===== config.mk =====
export PLATFORM = sky130hd
export DESIGN_NAME = tcg_pin_regs
export DESIGN_NICKNAME = d
export VERILOG_FILES = /design/src/design/tcg_pkg.sv /design/src/design/tcg_pin_regs.sv
export SDC_FILE = /design/constraint.sdc
export NUM_CORES = 1
export LEC_CHECK = 0
export BUFFER_PORTS_ARGS = -buffer_cell sky130_fd_sc_hd__buf_2
export CAP_MARGIN = 0
export CORE_AREA = 5 5 47 79
export CTS_CLUSTER_SIZE = 40
export DETAILED_ROUTE_END_ITERATION = 6
export DIE_AREA = 0 0 52 84
export GPL_TIMING_DRIVEN = 0
export PLACE_DENSITY = 0.75
export SETUP_SLACK_MARGIN = 0.1
export SLEW_MARGIN = 20
export SYNTH_ARGS = -nofsm -noshare
export SYNTH_HDL_FRONTEND = slang
export SYNTH_SLANG_ARGS = --single-unit

===== constraint.sdc =====
create_clock -name clock_in -period 1.8 [get_ports clock_in]
set_input_delay 0.18 -clock clock_in [delete_from_list [all_inputs] [get_ports clock_in]]
set_output_delay 0.18 -clock clock_in [all_outputs]
set_load 0.02 [all_outputs]

===== src/design/tcg_pkg.sv =====
/*
 * tcg_pkg: constants for the touch controller pin registers.
 * assumes: the serial front end hands over whole 16-bit write words and a 5-bit read address.
 */
`default_nettype none
package tcg_pkg;
    localparam logic [3:0]  EXT_WRITE_PREFIX = 4'hF;
    localparam logic [3:0]  WADDR_CTRL_TWO   = 4'h1;
    localparam logic [3:0]  WADDR_PIN_DATA   = 4'h2;
    localparam logic [4:0]  RADDR_CTRL_TWO   = 5'h1C;
    localparam logic [4:0]  RADDR_PIN_DATA   = 5'h1D;
    localparam logic [7:0]  CTRL_TWO_RESET   = 8'h00;
    localparam logic [7:0]  PIN_DATA_RESET   = 8'h00;
    localparam logic [7:0]  PIN_DATA_USED    = 8'hF0;
    localparam logic [11:0] READ_ZERO        = 12'h000;
    // control register two fields
    localparam int P4_ALERT_BIT = 0;
    localparam int P4_DIR_BIT   = 1;
    localparam int P4_POL_BIT   = 2;
    localparam int P3_ALERT_BIT = 4;
    localparam int P3_DIR_BIT   = 5;
    localparam int P3_POL_BIT   = 6;
    localparam int P3_FUNC_BIT  = 7;
    // pin data fields
    localparam int P4_DATA_BIT  = 4;
    localparam int P3_DATA_BIT  = 5;
    localparam int P2_DATA_BIT  = 6;
    localparam int P1_DATA_BIT  = 7;
    // write word fields
    localparam int WORD_PREFIX_HI = 15;
    localparam int WORD_ADDR_HI   = 11;
    localparam int WORD_DATA_HI   = 7;
endpackage
`default_nettype wire


===== src/design/tcg_pin_regs.sv =====
/*
 * tcg_pin_regs: second pin control register and pin data register with pin three/four logic.
 * assumes: one clock, inputs synchronous to it, pins one/two handled elsewhere but their data lives here.
 */
// Notes on behaviour
// - control bit 0 set lets pin four raise alert; clear masks it.
// - control bit 1 sets pin four direction: 0 output, 1 input.
// - control bit 2 sets pin four active level: 0 low, 1 high.
// - control bit 4 set lets pin three raise alert; clear masks it.
// - control bit 5 sets pin three direction when bit 7 is set: 0 output, 1 input.
// - control bit 6 sets pin three active level: 0 low, 1 high.
// - control bit 7 picks third aux input (0) or pin three (1).
// - data register written at extended 1111 0010, read at address 11101.
// - data bits 4..7 are pins four, three, two, one; bits 0..3 unused.
// - data register reads zero after reset.
`default_nettype none
module tcg_pin_regs
    import tcg_pkg::*;
(
    input  wire logic        clock_in,
    input  wire logic        rst_b_in,
    input  wire logic        clk_en_in,
    input  wire logic        wr_valid_in,
    input  wire logic [15:0] wr_word_in,
    input  wire logic [4:0]  rd_addr_in,
    output logic      [11:0] rd_data_out,
    output logic             rd_hit_out,
    input  wire logic        pin_three_in,
    output logic             pin_three_out,
    output logic             pin_three_oe_out,
    input  wire logic        pin_four_in,
    output logic             pin_four_out,
    output logic             pin_four_oe_out,
    input  wire logic [1:0]  pin_low_dir_in,
    input  wire logic [1:0]  pin_low_level_in,
    output logic      [1:0]  pin_low_value_out,
    output logic             third_aux_select_out,
    output logic             alert_req_out
);
    import tcg_pkg::*;

    logic [7:0]  ctrl_two_ff;
    logic [7:0]  nxt_ctrl_two;
    logic [7:0]  pin_data_ff;
    logic [7:0]  nxt_pin_data;
    logic [11:0] rd_data_ff;
    logic [11:0] nxt_rd_data;
    logic        ext_wr;
    logic        p3_gpio;
    logic        p3_in_mode;
    logic        p4_in_mode;
    logic        p3_active;
    logic        p4_active;

    // only words carrying the extended prefix reach this map
    assign ext_wr     = wr_valid_in && (wr_word_in[WORD_PREFIX_HI -: 4] == EXT_WRITE_PREFIX);
    assign p3_gpio    = ctrl_two_ff[P3_FUNC_BIT];
    assign p3_in_mode = p3_gpio && ctrl_two_ff[P3_DIR_BIT];
    assign p4_in_mode = ctrl_two_ff[P4_DIR_BIT];
    // a pin is active when its level matches the programmed polarity
    assign p3_active  = (pin_three_in == ctrl_two_ff[P3_POL_BIT]);
    assign p4_active  = (pin_four_in == ctrl_two_ff[P4_POL_BIT]);

    always_comb begin
        nxt_ctrl_two = ctrl_two_ff;
        nxt_pin_data = pin_data_ff;
        if (ext_wr && (wr_word_in[WORD_ADDR_HI -: 4] == WADDR_CTRL_TWO)) begin
            nxt_ctrl_two = wr_word_in[WORD_DATA_HI -: 8];
        end
        if (ext_wr && (wr_word_in[WORD_ADDR_HI -: 4] == WADDR_PIN_DATA)) begin
            nxt_pin_data = wr_word_in[WORD_DATA_HI -: 8] & PIN_DATA_USED;
        end
        // sampled inputs win over a host write: the pin is the truth for an input
        if (p4_in_mode) begin
            nxt_pin_data[P4_DATA_BIT] = p4_active;
        end
        if (p3_in_mode) begin
            nxt_pin_data[P3_DATA_BIT] = p3_active;
        end
        if (pin_low_dir_in[0]) begin
            nxt_pin_data[P2_DATA_BIT] = pin_low_level_in[0];
        end
        if (pin_low_dir_in[1]) begin
            nxt_pin_data[P1_DATA_BIT] = pin_low_level_in[1];
        end
    end

    always_comb begin
        nxt_rd_data = READ_ZERO;
        if (rd_addr_in == RADDR_CTRL_TWO) begin
            nxt_rd_data = {4'h0, nxt_ctrl_two};
        end else if (rd_addr_in == RADDR_PIN_DATA) begin
            nxt_rd_data = {4'h0, nxt_pin_data};
        end
    end

    always_ff @(posedge clock_in or negedge rst_b_in) begin
        if (!rst_b_in) begin
            ctrl_two_ff <= CTRL_TWO_RESET;
            pin_data_ff <= PIN_DATA_RESET;
            rd_data_ff  <= READ_ZERO;
        end else if (clk_en_in) begin
            ctrl_two_ff <= nxt_ctrl_two;
            pin_data_ff <= nxt_pin_data;
            rd_data_ff  <= nxt_rd_data;
        end
    end

    assign rd_data_out          = rd_data_ff;
    assign rd_hit_out           = (rd_addr_in == RADDR_CTRL_TWO) || (rd_addr_in == RADDR_PIN_DATA);
    assign pin_low_value_out    = {pin_data_ff[P1_DATA_BIT], pin_data_ff[P2_DATA_BIT]};
    assign third_aux_select_out = !p3_gpio;
    // output drive: asserted data shows the programmed active level
    assign pin_four_oe_out      = !p4_in_mode;
    assign pin_four_out         = !(pin_data_ff[P4_DATA_BIT] ^ ctrl_two_ff[P4_POL_BIT]);
    assign pin_three_oe_out     = p3_gpio && !ctrl_two_ff[P3_DIR_BIT];
    assign pin_three_out        = !(pin_data_ff[P3_DATA_BIT] ^ ctrl_two_ff[P3_POL_BIT]);
    // alert request is a level; the shared alert pin logic lives outside
    assign alert_req_out = (ctrl_two_ff[P4_ALERT_BIT] && p4_in_mode && p4_active)
                         || (ctrl_two_ff[P3_ALERT_BIT] && p3_in_mode && p3_active);
endmodule
`default_nettype wire


==> After elaboration in Yosys (flattened, before gate mapping) <==
Cells that the tools add are included.
{ "word_totals": {"register_bits": 28, "latchBits": 0, "ramBits": 0, "mem_bits_ro": 0, "output_inout_bits": 21, "mem_count": 0} }
{ "classes": {"addsub": 0, "mul": 0, "div_mod_pow": 0, "magnitude_cmp": 0, "eq_ne": 7, "n_shift": 0, "mux": 8, "bitwise": 2, "n_reduce_logical": 16} }
{ "ops": {"columns": ["cell", "n"], "rows": [
  ["$mux 8", 4],
  ["$eq 5x5->1 const B", 2],
  ["$logic_and 1x1->1", 9],
  ["$logic_not 1->1", 5],
  ["$eq 4x1->1 const B", 1],
  ["$eq 4x2->1 const B", 1],
  ["$eq 4x4->1 const B", 1],
  ["$mux 1", 4],
  ["$eq 1x1->1", 2],
  ["$logic_or 1x1->1", 2],
  ["$xor 1x1->1", 2]
]} }

==> Longest topological paths before layout <==
{ "logic_depth": {"depth_word": 7, "mapped_depth": 6} }

==> Worst setup path after synthesis <==
Ideal clock, no wire load.
{ "synth_path": {"path_type": "input port to flip-flop", "from": "input wr_word_in[10]", "to": "register rd_data_ff[5] (netlist: rd_data_out[5])", "setup_time_ns": 0.136, "t_arrival_ns": 1.516, "t_required_ns": 1.664, "setup_slack_ns": 0.148, "stages": 5, "cell_sequence": "nand4bb_4 nor4_4 mux2_2 o221ai_1 o21ai_0"} }
{ "synth_via": {"elab_chain_cells": 6, "word_cells_on_any_way": 9, "classes_between": "eq/ne (2); mux (5); reduce/logical (2)"} }
{ "synth_lines": {"columns": ["element", "line_no", "rtl"], "rows": [
  ["start: declaration", "tcg_pin_regs.sv:24", "input wire logic [15:0] wr_word_in,"],
  ["$eq 4x2->1", "tcg_pin_regs.sv:70", "if (ext_wr && (wr_word_in[WORD_ADDR_HI -: 4] == WADDR_PIN_DATA)) begin"],
  ["$logic_and 1x1->1", "tcg_pin_regs.sv:70", null],
  ["$mux 8", "tcg_pin_regs.sv:70", null],
  ["$mux 1", "tcg_pin_regs.sv:77", "if (p3_in_mode) begin"],
  ["$mux 8", "tcg_pin_regs.sv:92", "end else if (rd_addr_in == RADDR_PIN_DATA) begin"],
  ["$mux 8 *", "tcg_pin_regs.sv:90", "if (rd_addr_in == RADDR_CTRL_TWO) begin"],
  ["end signal: assignment", "tcg_pin_regs.sv:105", "rd_data_ff <= nxt_rd_data;"],
  ["end: declaration", "tcg_pin_regs.sv:46", "logic [11:0] rd_data_ff;"]
]} }
Mark *: on every way between the ends. The rest lies on a longest branch, timed or not.
A chain may end at the register's enable or synchronous reset.

==> Worst setup path in the final report <==
{ "layout_path": {"from": "register ctrl_two_ff[6]", "to": "output alert_req_out"} }
{ "layout_via": {"elab_chain_cells": 3} }
{ "layout_lines": {"columns": ["element", "line_no", "rtl"], "rows": [
  ["start: declaration", "tcg_pin_regs.sv:42", "logic [7:0] ctrl_two_ff;"],
  ["start signal: assignment", "tcg_pin_regs.sv:103", "ctrl_two_ff <= nxt_ctrl_two;"],
  ["$eq 1x1->1", "tcg_pin_regs.sv:61", "assign p3_active = (pin_three_in == ctrl_two_ff[P3_POL_BIT]);"],
  ["$logic_and 1x1->1", "tcg_pin_regs.sv:120", "|| (ctrl_two_ff[P3_ALERT_BIT] && p3_in_mode && p3_active);"],
  ["$logic_or 1x1->1", "tcg_pin_regs.sv:120", null],
  ["end: declaration", "tcg_pin_regs.sv:38", "output logic alert_req_out"]
]} }
Every way passes these cells.

==> out/results.txt <==
outcome: complete, no violations
DR WL/cell: 15.0 µm
Yosys cell types: 37
initial antenna violation count: 0
# DRC: 0
cells after synthesis: 131
Worst Skew: 2.23 ps
width of the die: 52 µm
Tot Pwr: 1120 µW
Max-Slew Margin vs Limit: 0.640
Post-Route WL: 3460 µm
Final ANT Viol Nets: 0
CTS root buf: clkbuf_8
I/O pin count: 52
post-DP HPWL: 2670 µm
Area growth, synth to finish: 28.4%
TritonRoute pass-1 iters: 4
total die area: 4370 µm²
clock-pin transition on the worst setup and hold timing paths: 80 ps
layout cell share with drive strength beyond 1: 0.388
first-pass GRT wire length: 5600 µm
CTS H-tree lvls: 1
Die H: 84 µm
Via-to-Cell Ratio: 5.39
min-delay worst type: in -> reg
Post-synth top flop: dfrtp_1
# nets final: 220
ys async rst share: 1.00
CP Cell Sequence: xor2_1, nor2_1, a32o_1, buf_2
max_cap viols: 0
Setup crit start: ctrl_two_ff[6]
most frequent cells in the layout: 47 x buf_2, 24 x dfrtp_1, 12 x inv_1
crit path time final: 1620 ps
Final Hold Viols: 0
crit path DAT: 1440 ps
most common cell after layout, fill and taps aside: buf_2
worst vdd ir: 0.715 mV
Yosys reg bits: 24
largest net degree at the start of global routing: 25
Iteration-0 DRC Markers: 25
Final Max Tran Viols: 0
setup TNS: 0 ps
Synth Area per Inst: 10.3 µm²
FF/Latch Area: 601 µm²
grt total ovfl: 0
total number of vias: 1245
GR Util All Layers: 0.165
CTS tree: built
clock sinks: 24
CP delay by family, top: flip-flops
area of the multi-input gates: 653 µm²
clk_lat worst skew: 260 ps
setup ws final: 182 ps
r2r startpoint: ctrl_two_ff[6]
Antenna diodes: 0
sequential fraction of the synthesis area: 0.445
vias in the first global route: 1305
count of final setup violators: 0
worst path required time: 1620 ps
EDFF count, synth: 0
CTS Buf Count: 3
Leak Pwr: 0.000859 µW
Buf/Inv on CP: 1
Mapped Area: 1350 µm²
Cells after DPL: 223
core footprint: 3070 µm²
fin crit share: 0.899
Non-Filler Instances: 231
Critical-path top delay cell: dfrtp_1
CP Max Fanout: 4
global placer's final weighted congestion: 0.791
pre-CTS setup slack: -210 ps
CP startpoint kind: flip-flop
site row count: 27
RSZ-0062 raised after global routing: no
Tightest Pin Transition: 540 ps
worst hold start: wr_word_in[3]
Synthesis Warnings: 0
PwrDens: 646 nW/µm²
initial core utilization: 0.439
CTS Buffer Depth: 2
Critical Setup Path Class: reg -> out
Worst setup EP type: output port
fillers: 290
biggest cell delay along the critical path: 440 ps
PortBufs: 46
Fmax: 618 MHz
[metal layers]
layer,wire (µm),GRT usage,vias up
met5,0,0,-
met4,55,0.0740,0
met3,208,0.0286,8
met2,1970,0.302,47
met1,1230,0.171,605
li1,-,-,585
[state kept, by name, indices dropped and copies added (netlist names)]
signal / count
ctrl_two_ff: 8
pin_data_ff: 8
rd_data_out: 8
[area by class of cell]
cell class,count,share of cell area
Tap cell,43,0.0311
Timing Repair Buffer,50,0.152
Buffer,10,0.0354
Clock buffer,4,0.0318
Multi-Input combinational cell,88,0.377
Inverter,12,0.0260
Sequential cell,24,0.347
[path summary, 6_finish.rpt]
check	cells past startpoint	endpoint	slack, ps
setup / recovery	4	alert_req_out	180
hold / removal	2	ctrl_two_ff[3]	160
setup reg to reg	5	rd_data_out[5]	310
hold reg to reg	2	pin_data_ff[3]	500
max in group asynchronous	2	pin_data_ff[6]	1020
min in group asynchronous	2	rd_data_out[3]	420
[synthesized netlist by cell type (2+ instances only)]
master | n | area [µm²]
dfrtp_1 | 24 | 601
inv_1 | 12 | 45.0
nand2_1 | 11 | 41.3
a21oi_1 | 9 | 45.0
mux2_2 | 9 | 101
nor2_1 | 7 | 26.3
buf_4 | 6 | 45.0
o21ai_0 | 5 | 25.0
o221ai_1 | 5 | 43.8
mux2i_1 | 4 | 40.0
clkbuf_1 | 3 | 11.3
o311ai_0 | 3 | 26.3
or3_1 | 3 | 18.8
xnor2_1 | 3 | 26.3
a22oi_1 | 2 | 15.0
nor2b_1 | 2 | 12.5
o22ai_1 | 2 | 12.5
o2bb2ai_1 | 2 | 17.5
[stage by stage]
stage	cell area (µm²)	hold slack, ps	util
after global routing	1730	159	0.563
after global placement	1640	186	0.535
after CTS	1730	159	0.563
after floorplan	1360	-116	-
final	1730	160	0.563
after detailed placement	1640	196	0.535
[where the power goes]
| group | internal, µW | leakage, µW | total [µW] | switching [µW] |
|---|---|---|---|---|
| Combinational | 80.3 | 0.000521 | 183 | 103 |
| Clock | 195 | 0.0000288 | 363 | 168 |
| Sequential | 559 | 0.000309 | 573 | 14.6 |
| Total | 834 | 0.000859 | 1120 | 286 |
[logic make-up (layout without fill, tap and decap cells)]
| kind of cell | Yosys count | in the layout | share of synthesized area |
|---|---|---|---|
| compound gates | 34 | 34 | 0.177 |
| xor+xnor | 4 | 4 | 0.0260 |
| buf+inv | 22 | 76 | 0.0788 |
| flops | 24 | 24 | 0.445 |
| mux | 13 | 13 | 0.105 |
| other cells | 1 | 4 | 0.00278 |
| simple gates | 33 | 33 | 0.165 |
[timing repair]
action	in CTS	in global routing
gates resized for setup	0	0
setup buffers	3	0
endpoints found under the setup margin	1	0
endpoints found under the hold margin	24	0
hold buffers	1	0
Note: power is estimated with default switching activity, not from simulation.
